File: src/shared/tws_pkg.sv
// Constants and types for the two-wire slave write guard
package tws_pkg;
    localparam int unsigned TWS_CLK_HZ = 10_000_000;
    localparam int unsigned TWS_NV_WRITE_US = 5000;
    localparam int unsigned TWS_NV_WRITE_CYC = TWS_NV_WRITE_US * (TWS_CLK_HZ / 1_000_000);
    localparam logic [2:0] TWS_SEL_POT = 3'h7;
    localparam logic [2:0] TWS_SEL_CSR = 3'h2;
    localparam logic [3:0] TWS_TYPE_ID_DEFAULT = 4'h5; // Arbitrary value
    localparam logic [3:0] TWS_BIT_LAST = 4'h7;
    localparam logic [3:0] TWS_BIT_ACK = 4'h8;
    localparam int unsigned TWS_SYNC_STAGES = 3;
    localparam logic [7:0] TWS_BYTE_ZERO = 8'h00;
    localparam int unsigned TWS_RW_POS = 0;
    localparam int unsigned TWS_SEL_LSB = 1;
    localparam int unsigned TWS_TYPE_LSB = 4;

    typedef enum logic [2:0] {
        TWS_IDLE = 3'b000,
        TWS_ADDR = 3'b001,
        TWS_ADDR_ACK = 3'b010,
        TWS_WDATA = 3'b011,
        TWS_WDATA_ACK = 3'b100,
        TWS_RDATA = 3'b101,
        TWS_RDATA_ACK = 3'b110
    } tws_state_e;
endpackage

File: src/tws_slave.sv
// Two-wire slave front end with write-protect gate
// How it works
// RULE_01: Protect input high refuses every nonvolatile write request.
// RULE_02: Protect high with wiper lock bit set refuses all wiper writes.
// RULE_03: Protect input treated low when floating; pull-down modelled by bench.
// RULE_04: Serial clock edges time all data shifting in and out.
// RULE_05: Data line receiver stays live even while the device drives it.
// RULE_06: Device is only a slave; it never makes clock or starts transfers.
// RULE_07: Data changes only while clock low during ordinary bits.
// RULE_08: Data change while clock high is start or stop, never data.
// RULE_09: After reset the data line is released until a transfer needs it.
// RULE_10: Every command begins with data falling while clock high.
// RULE_11: All bus activity is ignored until a start is detected.
// RULE_12: A stop, data rising while clock high, returns device to idle.
// RULE_13: After eight bits the receiver pulls data low on ninth clock.
// RULE_14: Address byte is type id, three select bits, then read bit.
// RULE_15: No address acknowledge while a nonvolatile write cycle runs.
// RULE_16: Clock and data pass synchronising registers before edge detection.
// RULE_17: A refused write changes neither wiper register nor nonvolatile store.
`timescale 1ns/100ps
module tws_slave
    import tws_pkg::*;
#(
    parameter int unsigned NV_WRITE_CYC = TWS_NV_WRITE_CYC,
    parameter logic [3:0] TYPE_ID = TWS_TYPE_ID_DEFAULT
) (
    input wire logic clk_in,                 // System clock, 10 MHz
    input wire logic rst_in,                 // Synchronous reset, active high
    input wire logic scl_in,                 // Serial clock pin from master
    input wire logic sda_in,                 // Serial data pin level
    output logic sda_out,                    // Serial data drive level, always 0
    output logic sda_oe_out,                 // Serial data drive enable
    input wire logic write_protect_in,       // Write-protect pin
    input wire logic wiper_lock_bit_in,      // Wiper lock bit from control register
    input wire logic nv_write_in,            // Current command is nonvolatile
    input wire logic [7:0] read_data_in,     // Byte to send on reads
    output logic [2:0] select_out,           // Internal address of transfer
    output logic [7:0] write_data_out,       // Received data byte
    output logic write_strobe_out,           // Accepted byte write, one cycle
    output logic write_refused_out,          // Refused byte write, one cycle
    output logic pot_write_out,              // Wiper register write, one cycle
    output logic nv_store_out,               // Nonvolatile store write, one cycle
    output logic read_strobe_out,            // Read byte fetched, one cycle
    output logic busy_out,                   // Nonvolatile cycle running
    output logic start_out,                  // Start seen, one cycle
    output logic stop_out                    // Stop seen, one cycle
);
    logic [TWS_SYNC_STAGES-1:0] scl_sync;
    logic [TWS_SYNC_STAGES-1:0] sda_sync;
    logic scl_q;
    logic sda_q;
    logic wp_q;
    logic [TWS_SYNC_STAGES-1:0] wp_sync;
    tws_state_e state;
    tws_state_e next_state;
    logic [3:0] bit_cnt;
    logic [7:0] shift;
    logic [7:0] tx;
    logic rw;
    logic nv_pending;
    logic [31:0] nv_cnt;
    logic rise_seen;

    // Third stage filters; changes count only when stages two and three agree
    always_ff @(posedge clk_in) begin
        if (rst_in) begin
            scl_sync <= '1;
            sda_sync <= '1;
        end else begin
            scl_sync <= {scl_sync[TWS_SYNC_STAGES-2:0], scl_in}; // [RULE_16]
            sda_sync <= {sda_sync[TWS_SYNC_STAGES-2:0], sda_in}; // [RULE_05]
        end
    end

    // Filtered levels hold until the last two stages agree
    wire scl_agree = scl_sync[1] == scl_sync[2];
    wire sda_agree = sda_sync[1] == sda_sync[2];
    wire scl_now = scl_agree ? scl_sync[2] : scl_q;
    wire sda_now = sda_agree ? sda_sync[2] : sda_q;

    always_ff @(posedge clk_in) begin
        if (rst_in) begin
            scl_q <= 1'b1;
            sda_q <= 1'b1;
        end else begin
            scl_q <= scl_now;
            sda_q <= sda_now;
        end
    end

    wire scl_rise = scl_now && !scl_q; // [RULE_04]
    wire scl_fall = !scl_now && scl_q;
    wire start_det = scl_now && scl_q && sda_q && !sda_now; // [RULE_08] [RULE_10]
    wire stop_det = scl_now && scl_q && !sda_q && sda_now; // [RULE_08] [RULE_12]

    // Protect pin: three stages, the first is never read by logic
    always_ff @(posedge clk_in) begin
        if (rst_in) begin
            wp_sync <= '0;
            wp_q <= 1'b0; // [RULE_03]
        end else begin
            wp_sync <= {wp_sync[TWS_SYNC_STAGES-2:0], write_protect_in};
            if (wp_sync[1] == wp_sync[2]) begin
                wp_q <= wp_sync[2];
            end
        end
    end

    // Internal address field of an address byte
    function automatic logic [2:0] sel_of(input logic [7:0] b);
        sel_of = b[TWS_TYPE_LSB-1:TWS_SEL_LSB];
    endfunction

    wire [7:0] byte_in = {shift[6:0], sda_now};
    wire sel_ok = sel_of(shift) == TWS_SEL_POT || sel_of(shift) == TWS_SEL_CSR;
    wire addr_match = shift[7:TWS_TYPE_LSB] == TYPE_ID && sel_ok; // [RULE_14]
    wire addr_ack = addr_match && !busy_out; // [RULE_15]
    wire is_pot = select_out == TWS_SEL_POT;
    wire refuse_nv = wp_q && nv_write_in; // [RULE_01]
    // Lock refusal covers wiper writes only, never the status register
    wire refuse_lock = wp_q && wiper_lock_bit_in && is_pot; // [RULE_02]
    wire refuse = refuse_nv || refuse_lock;
    wire bit_fall = scl_fall && rise_seen;
    wire byte_done = bit_fall && bit_cnt == TWS_BIT_LAST;
    wire ack_done = bit_fall && bit_cnt == TWS_BIT_ACK;
    wire master_ack = !sda_now;

    always_comb begin
        next_state = state;
        if (stop_det) begin
            next_state = TWS_IDLE; // [RULE_12]
        end else if (start_det) begin
            next_state = TWS_ADDR; // [RULE_11]
        end else begin
            case (state)
                TWS_IDLE: next_state = TWS_IDLE; // [RULE_11]
                TWS_ADDR: if (byte_done) begin
                    next_state = addr_ack ? TWS_ADDR_ACK : TWS_IDLE;
                end
                TWS_ADDR_ACK: if (ack_done) begin
                    next_state = rw ? TWS_RDATA : TWS_WDATA;
                end
                TWS_WDATA: if (byte_done) begin
                    next_state = TWS_WDATA_ACK;
                end
                TWS_WDATA_ACK: if (ack_done) begin
                    next_state = TWS_WDATA;
                end
                TWS_RDATA: if (byte_done) begin
                    next_state = TWS_RDATA_ACK;
                end
                TWS_RDATA_ACK: if (ack_done) begin
                    next_state = master_ack ? TWS_RDATA : TWS_IDLE;
                end
                default: next_state = TWS_IDLE;
            endcase
        end
    end

    always_ff @(posedge clk_in) begin
        if (rst_in) begin
            state <= TWS_IDLE;
        end else begin
            state <= next_state;
        end
    end

    // Bit counter: 0..7 data bits, 8 is the acknowledge slot
    always_ff @(posedge clk_in) begin
        if (rst_in || start_det || state == TWS_IDLE) begin
            bit_cnt <= 4'h0;
        end else if (ack_done) begin
            bit_cnt <= 4'h0;
        end else if (bit_fall) begin
            bit_cnt <= bit_cnt + 4'h1;
        end
    end

    // The clock fall that follows a start closes no bit, so it is not counted
    always_ff @(posedge clk_in) begin
        if (rst_in || start_det) begin
            rise_seen <= 1'b0;
        end else if (scl_rise) begin
            rise_seen <= 1'b1; // [RULE_04]
        end
    end

    // Sample on rising clock only; data is stable then
    always_ff @(posedge clk_in) begin
        if (rst_in) begin
            shift <= TWS_BYTE_ZERO;
        end else if (scl_rise && bit_cnt <= TWS_BIT_LAST) begin
            shift <= byte_in; // [RULE_07]
        end
    end

    always_ff @(posedge clk_in) begin
        if (rst_in) begin
            rw <= 1'b0;
            select_out <= 3'h0;
        end else if (state == TWS_ADDR && byte_done) begin
            rw <= shift[TWS_RW_POS];
            select_out <= sel_of(shift);
        end
    end

    // Write gate: refused bytes never reach wiper or store
    always_ff @(posedge clk_in) begin
        if (rst_in) begin
            write_data_out <= TWS_BYTE_ZERO;
            write_strobe_out <= 1'b0;
            write_refused_out <= 1'b0;
            pot_write_out <= 1'b0;
            nv_store_out <= 1'b0;
        end else begin
            write_strobe_out <= 1'b0;
            write_refused_out <= 1'b0;
            pot_write_out <= 1'b0;
            nv_store_out <= 1'b0;
            if (state == TWS_WDATA && byte_done) begin
                write_data_out <= shift;
                write_strobe_out <= !refuse; // [RULE_17]
                write_refused_out <= refuse;
                pot_write_out <= !refuse && is_pot; // [RULE_02] [RULE_17]
                nv_store_out <= !refuse && nv_write_in; // [RULE_01] [RULE_17]
            end
        end
    end

    // Nonvolatile cycle starts at the stop that closes an accepted write
    always_ff @(posedge clk_in) begin
        if (rst_in) begin
            nv_pending <= 1'b0;
            busy_out <= 1'b0;
            nv_cnt <= 32'h0;
        end else begin
            if (nv_store_out) begin
                nv_pending <= 1'b1;
            end else if (start_det) begin
                nv_pending <= 1'b0;
            end
            // Loaded with length minus one so busy spans the full length
            if (stop_det && nv_pending) begin
                nv_pending <= 1'b0;
                busy_out <= 1'b1;
                nv_cnt <= NV_WRITE_CYC - 1;
            end else if (busy_out) begin
                if (nv_cnt == 32'h0) begin
                    busy_out <= 1'b0;
                end else begin
                    nv_cnt <= nv_cnt - 32'h1;
                end
            end
        end
    end

    always_ff @(posedge clk_in) begin
        if (rst_in) begin
            tx <= TWS_BYTE_ZERO;
            read_strobe_out <= 1'b0;
        end else begin
            read_strobe_out <= 1'b0;
            if (ack_done && (state == TWS_ADDR_ACK && rw || state == TWS_RDATA_ACK && master_ack)) begin
                tx <= read_data_in;
                read_strobe_out <= 1'b1;
            end else if (state == TWS_RDATA && scl_fall) begin
                tx <= {tx[6:0], 1'b0};
            end
        end
    end

    // First bit of a read byte comes straight from the input byte
    wire next_tx_bit = (state == TWS_RDATA) ? tx[6] : read_data_in[7];

    // Drive only while clock low-side changes are allowed; released after reset
    always_ff @(posedge clk_in) begin
        if (rst_in) begin
            sda_oe_out <= 1'b0; // [RULE_09]
        end else if (stop_det || start_det) begin
            sda_oe_out <= 1'b0;
        end else if (scl_fall || (state == TWS_IDLE)) begin
            case (next_state)
                TWS_ADDR_ACK, TWS_WDATA_ACK: sda_oe_out <= 1'b1; // [RULE_13]
                TWS_RDATA: sda_oe_out <= !(scl_fall && bit_cnt == TWS_BIT_LAST) && !next_tx_bit;
                default: sda_oe_out <= 1'b0; // [RULE_13]
            endcase
        end
    end

    always_ff @(posedge clk_in) begin
        if (rst_in) begin
            start_out <= 1'b0;
            stop_out <= 1'b0;
        end else begin
            start_out <= start_det;
            stop_out <= stop_det;
        end
    end

    assign sda_out = 1'b0; // [RULE_06]
endmodule

File: config.mk
export PLATFORM = sky130hd
export DESIGN_NAME = tws_slave
export DESIGN_NICKNAME = d
export VERILOG_FILES = /design/src/shared/tws_pkg.sv /design/src/tws_slave.sv
export SDC_FILE = /design/constraint.sdc
export NUM_CORES = 1
export LEC_CHECK = 0
export ABC_AREA = 1
export BUFFER_PORTS_ARGS = -buffer_cell sky130_fd_sc_hd__clkbuf_2
export CORE_MARGIN = 1.5
export CORE_UTILIZATION = 59
export DETAILED_ROUTE_END_ITERATION = 6
export PLACE_DENSITY_LB_ADDON = 0.2
export SYNTH_ARGS = -nofsm -noshare
export SYNTH_HDL_FRONTEND = slang
export SYNTH_SLANG_ARGS = --single-unit
File: constraint.sdc
create_clock -name clk_in -period 2.1 [get_ports clk_in]
set_input_delay 0 -clock clk_in [delete_from_list [all_inputs] [get_ports clk_in]]
set_output_delay 0 -clock clk_in [all_outputs]
set_load 0.05 [all_outputs]
==> results of run 1 <==
==> cell usage in the layout (no fill, tap or decap), types with 2 or more instances in the layout <==
master,count
dfxtp_1,89
a211oi_1,3
xor2_1,6
nor3_1,19
xnor2_1,13
nor4_1,4
a31oi_1,10
o21ai_1,6
inv_2,7
nand2_2,4
nor2_4,4
inv_6,4
buf_4,8
inv_8,2
nand3_2,5
nor2_1,111
nand4_1,10
nand2_1,137
or2_2,5
clkbuf_2,34
nor2_2,2
nand3_1,23
dlygate4sd3_1,13
clkbuf_8,10
o21ai_0,26
ha_1,2
a21oi_1,33
inv_1,54
nand3b_1,2
nor3_2,3
==> sequential cells by signal, summed over array words and instances, names as in the netlist, 4 cells and up <==
| signal | flops |
|---|---|
| nv_cnt | 32 |
| shift | 8 |
| write_data_out | 8 |
| tx | 7 |
| bit_cnt | 4 |
==> per-layer routing <==
layer  share of wire, %  vias up
met3                4.6       27
met1                 41     1831
met5                  0        -
met2                 51      112
met4                3.1        0
li1                   -     2056
==> critical path: stages, from the launching register on <==
cell	delay, ns
dfxtp_1	0.39
inv_1	0.08
ha_1	0.19
nand2_1	0.06
nor2_1	0.06
nand2_2	0.11
inv_1	0.07
nand2_1	0.13
inv_2	0.09
nor2_1	0.37
nand2_1	0.14
a31oi_1	0.15
==> cells by family after synthesis <==
logic type               Yosys count  synth area share, %
AND/OR/NAND/NOR                  332                 34.5
flip-flops                        89                 41.8
buffers and inverters             77                 7.66
adder cells (fa/ha/maj)            3                0.881
XOR/XNOR                          19                 3.91
other                              1               0.0880
AO/OA/AOI/OAI                     84                 11.1
==> area by class of cell <==
type                       instances  area (µm²)
timing repair buffer              56         372
clock inverter                     6        65.1
clock buffer                      10         138
sequential                        89        1780
tap                               96         120
fill                             616        2000
multi-input combinational        439        2150
inverter                          62         238
==> repair_timing <==
action	in CTS	in global routing
endpoints found under the hold margin	20	0
hold buffers	13	0
buffers inserted	0	0
gates resized for setup	0	4
setup endpoints to repair	0	11
==> power by group through the flow <==
stage               registers (µW)  clock network [µW]  logic, µW
floorplan                     1740                   0       42.8
global placement              1740                   0       67.6
detailed placement            1740                   0       68.9
CTS                           1700                1200       88.2
global route                  1700                1260       98.1
finish                        1700                1180       89.2
==> stage by stage <==
step / utilization, % / area [µm²] / hold slack [ns] / setup WS [ns] / instances
after floorplan: - / 4260 / 0.0834 / 0.359 / 605
after global placement: 65.9 / 4530 / 0.186 / 0.141 / 729
after detailed placement: 65.9 / 4530 / 0.187 / 0.121 / 729
after CTS: 70.7 / 4860 / 0.0291 / 0.101 / 758
after global routing: 70.9 / 4870 / 0.0684 / 0.00633 / 758
final: 70.9 / 4870 / 0.0481 / 0.177 / 758
==> worst max path at each step <==
stage / start / endpoint / cells after the start
after global routing: nv_cnt[0] / nv_cnt[24] / 13
after floorplan: nv_cnt[0] / nv_cnt[0] / 14
final: bit_cnt[0] / tx[6] / 11
after global placement: nv_cnt[0] / nv_cnt[9] / 14
after detailed placement: nv_cnt[0] / nv_cnt[9] / 14
after CTS: nv_cnt[0] / nv_cnt[9] / 14
==> results.sh, run 1 <==
export IMPL_outcome="completed"
export IMPL_yosys_area_top_type="dfxtp_1"
export IMPL_clkSinkCount=89
export IMPL_p_total_uw=2970
export IMPL_busiest_layer="met2"
export IMPL_cts_path_max_buffers=2
export IMPL_gr_usage_met1_pct=31.6
export IMPL_required_ns=2.39
export IMPL_antenna_left=0
export IMPL_clock_latency_ns=0.37
export IMPL_rr_endpoint="tx[6]"
export IMPL_criticalPathCategory="reg -> reg"
export IMPL_hp_class="in -> reg"
export IMPL_holdPathStages=6
export IMPL_slew_headroom_pct=66.3
export IMPL_syn_area_um2=4260
export IMPL_ir_drop_mv=0.576
export IMPL_grt_pass1_vias=3778
export IMPL_clock_skew_ns=0.0145
export IMPL_die_area_um2=7740
export IMPL_synth_top_area_share_pct=41.8
export IMPL_min_to="sda_oe_out"
export IMPL_comb_power_share_pct=3.0
export IMPL_grt_overflow=0
export IMPL_power_internal_uw=2240
export IMPL_seqPwrFrac_pct=57.2
export IMPL_finalHoldViolCount=0
export IMPL_p_sw_uw=732
export IMPL_cts_tree="built"
export IMPL_maxSlewViolCount=0
export IMPL_coreArea_um2=6870
export IMPL_synth_seq_cells=89
export IMPL_power_density_nw_per_um2=609
export IMPL_hp_start="read_data_in[7]"
export IMPL_grt_pass1_wl_um=16700
export IMPL_period_needed_ns=1.92
export IMPL_drtIter0Drc=169
export IMPL_r2r_slack_ns=0.18
export IMPL_clkPwrFrac_pct=39.8
export IMPL_cp_start_kind="register"
export IMPL_tightest_slew_ns=0.503
export IMPL_syn_inst=605
export IMPL_dieWidth_um=88.0
export IMPL_fmax_mhz=520
export IMPL_met2_usage_pct=48.7
export IMPL_yosysSeqAreaShare_pct=41.8
export IMPL_crit_fanout=7
export IMPL_cts_root_buffer="clkbuf_8"
export IMPL_grt_setup_unrepaired="no"
export IMPL_dp_hpwl_um=7230
export IMPL_arrival_ns=2.22
export IMPL_wl_per_cell_um=13.2
export IMPL_diodes=0
export IMPL_fp_dieH_um=88.0
export IMPL_finalSetupViolCount=0
export IMPL_syn_nets=623
export IMPL_grt_util_met3_pct=7.07
export IMPL_routed_wl_um=10000
export IMPL_period_share_pct=91.6
export IMPL_sw_frac_of_total_pct=24.7
export IMPL_final_net_count=675
export IMPL_cts_made_buffers=9
export IMPL_clk_pin_slew_ns=0.10
export IMPL_h_tree_depth=3
export IMPL_rows=30
export IMPL_grt_max_degree=24
export IMPL_finalSetupTns_ns=0
export IMPL_port_buffers=34
export IMPL_synth_common_cells="nand2_1 (137), nor2_1 (111), dfxtp_1 (89)"
export IMPL_vias_per_cell=5.31
export IMPL_synth_most_common_cell="nand2_1"
export IMPL_grt_usage_pct=27.8
export IMPL_maxCapViolCount=0
export IMPL_synthDistinctLibCells=40
export IMPL_synth_area_leaders="dfxtp_1 (42%), nand2_1 (12%), nor2_1 (9.8%), inv_1 (4.8%), a21oi_1 (3.9%)"
export IMPL_syn_area_per_cell_um2=7.04
export IMPL_synth_ff_type="dfxtp_1"
export IMPL_ios=36
export IMPL_drive_gt1_share_pct=14.4
export IMPL_synthArstFlopShare_pct=0
export IMPL_gp_congestion=1.03
export IMPL_drcViolationCount=0
export IMPL_dr_pass1_iters=4
export IMPL_yosysWarnings=0
export IMPL_vias=4026
export IMPL_synthToLayoutAreaGrowth_pct=14.3
export IMPL_r2r_start="bit_cnt[0]"
export IMPL_antenna_found_initial=0
export IMPL_synth_edff_count=0
export IMPL_ff2ff_path_depth=11
export IMPL_leakage_uw=0.00223
export IMPL_worstSetupEndpointType="register"
export IMPL_start_util_pct=62.0
Note: power is estimated with default switching activity, not from simulation.
==> run 2: changes to the inputs <==
- CTS_CLUSTER_DIAMETER: unset -> 80
- MAX_ROUTING_LAYER: unset -> met4
==> results.sh, run 2 (synthesis results as in run 1) <==
export IMPL_outcome="completed"
export IMPL_cp_start_kind="register"
export IMPL_vias=4009
export IMPL_top_regs="nv_cnt: 32 flops, shift: 8 flops, write_data_out: 8 flops"
export IMPL_clkSinkCount=89
export IMPL_final_common_cell="nand2_1"
export IMPL_period_share_pct=93.2
export IMPL_dp_hpwl_um=7060
export IMPL_diodes=0
export IMPL_p_sw_uw=731
export IMPL_worstPathCellList="inv_1, ha_4, inv_2, nor3_4, nand2_2, nor2_4, nand2_2, nor2_4, nor2_8, buf_12, nand2_1, nor2_1, xnor2_1, nor2_1"
export IMPL_fmax_mhz=511
export IMPL_max_stage_delay_ns=0.33
export IMPL_arrival_ns=2.21
export IMPL_crit_path_top_delay_cell="dfxtp_1"
export IMPL_cts_path_max_buffers=2
export IMPL_drive_gt1_share_pct=14.7
export IMPL_cts_made_buffers=9
export IMPL_p_total_uw=3050
export IMPL_routed_wl_um=9810
export IMPL_drtIter0Drc=192
export IMPL_clock_skew_ns=0.00863
export IMPL_comb_power_share_pct=2.8
export IMPL_finalSetupTns_ns=0
export IMPL_grt_overflow=0
export IMPL_grt_usage_pct=28.5
export IMPL_dr_pass1_iters=5
export IMPL_vias_per_cell=5.29
export IMPL_grt_pass1_vias=3743
export IMPL_grt_max_degree=24
export IMPL_cts_tree="built"
export IMPL_finalNonFillerCells=758
export IMPL_rows=30
export IMPL_finalSetupViolCount=0
export IMPL_largest_reg_flops=32
export IMPL_dpl_cell_count=729
export IMPL_wl_per_cell_um=12.9
export IMPL_period_needed_ns=1.96
export IMPL_synthToLayoutAreaGrowth_pct=15.2
export IMPL_coreArea_um2=6870
export IMPL_clock_latency_ns=0.36
export IMPL_nFillCells=564
export IMPL_final_cell_mix="nand2_1 (137), nor2_1 (110), dfxtp_1 (89)"
export IMPL_power_density_nw_per_um2=622
export IMPL_die_area_um2=7740
export IMPL_top_register="nv_cnt"
export IMPL_cts_root_buffer="clkbuf_8"
export IMPL_worstSetupEndpointType="register"
export IMPL_cp_depth=14
export IMPL_drcViolationCount=0
export IMPL_final_cell_area_um2=4910
export IMPL_final_net_count=675
export IMPL_h_tree_depth=3
export IMPL_grt_pass1_wl_um=16900
export IMPL_maxSlewViolCount=0
export IMPL_ff2ff_path_depth=14
export IMPL_dieWidth_um=88.0
export IMPL_antenna_found_initial=0
export IMPL_post_route_util_pct=71.5
export IMPL_hp_class="in -> reg"
export IMPL_start_util_pct=62.0
export IMPL_finalHoldViolCount=0
export IMPL_power_internal_uw=2320
export IMPL_fp_dieH_um=88.0
export IMPL_critPathTopFamily="simple AND/OR/NAND/NOR gates"
export IMPL_leakage_uw=0.00225
export IMPL_clk_pin_slew_ns=0.10
export IMPL_clkPwrFrac_pct=41.5
export IMPL_antenna_left=0
export IMPL_port_buffers=34
export IMPL_gp_congestion=1.03
export IMPL_ios=36
export IMPL_grt_setup_unrepaired="yes"
export IMPL_cp_buffers_inverters=3
export IMPL_criticalPathCategory="reg -> reg"
export IMPL_sw_frac_of_total_pct=23.9
export IMPL_crit_fanout=8
export IMPL_ir_drop_mv=0.432
export IMPL_required_ns=2.36
export IMPL_seqPwrFrac_pct=55.6
export IMPL_holdPathStages=5
export IMPL_maxCapViolCount=0
export IMPL_placed_cell_area_um2=4530
[run 2: final cells by class]
cell class | count | area [µm²] | area share [%]
Clock buffer | 9 | 124 | 2.52
Clock inverter | 7 | 95.1 | 1.94
Inverter | 62 | 238 | 4.84
Multi-Input combinational cell | 439 | 2170 | 44.3
Sequential cell | 89 | 1780 | 36.3
Tap cell | 96 | 120 | 2.45
Timing Repair Buffer | 56 | 378 | 7.70
[run 2: through the flow]
stage	hold WS (ns)	setup slack [ns]
final	0.0176	0.143
after global routing	0.0686	-0.00396
after CTS	0.00367	0.0184
after detailed placement	0.187	0.0371
after global placement	0.185	0.121
after floorplan	0.0834	0.359
[run 2: path summary, 6_finish.rpt]
kind                                         from                 to  slack [ns]
worst max-delay path                    nv_cnt[0]         nv_cnt[25]        0.14
worst min-delay path            wiper_lock_bit_in  write_refused_out        0.02
worst max register to register          nv_cnt[0]         nv_cnt[25]        0.14
worst min register to register         wp_sync[0]         wp_sync[1]        0.41
[run 2: what timing repair did]
item | in CTS | in global routing
buffers inserted | 0 | 2
hold endpoints to repair | 19 | 0
hold buffers | 12 | 0
resized for setup | 0 | 6
endpoints found under the setup margin | 0 | 20
[run 2: tightest hold or removal path: stages]
cell      delay [ns]
clkbuf_2        0.08
nand2_1         0.06
o22ai_1         0.10
inv_1           0.07
nor2_1          0.03
[run 2: metal layers]
metal	GRT usage [%]	part of all wire, %	vias to the layer above
met3	5.66	4.9	21
met5	-	0	-
li1	-	-	2046
met4	9.24	2.3	0
met2	48.5	51	105
met1	33.7	42	1837
[run 2: power groups by stage]
stage | sequential [µW] | clock [µW] | combinational (µW)
after floorplan | 1740 | 0 | 42.8
after global placement | 1740 | 0 | 67.0
after detailed placement | 1740 | 0 | 67.3
after CTS | 1700 | 1300 | 85.2
final | 1700 | 1270 | 86.3
after global routing | 1700 | 1370 | 96.2
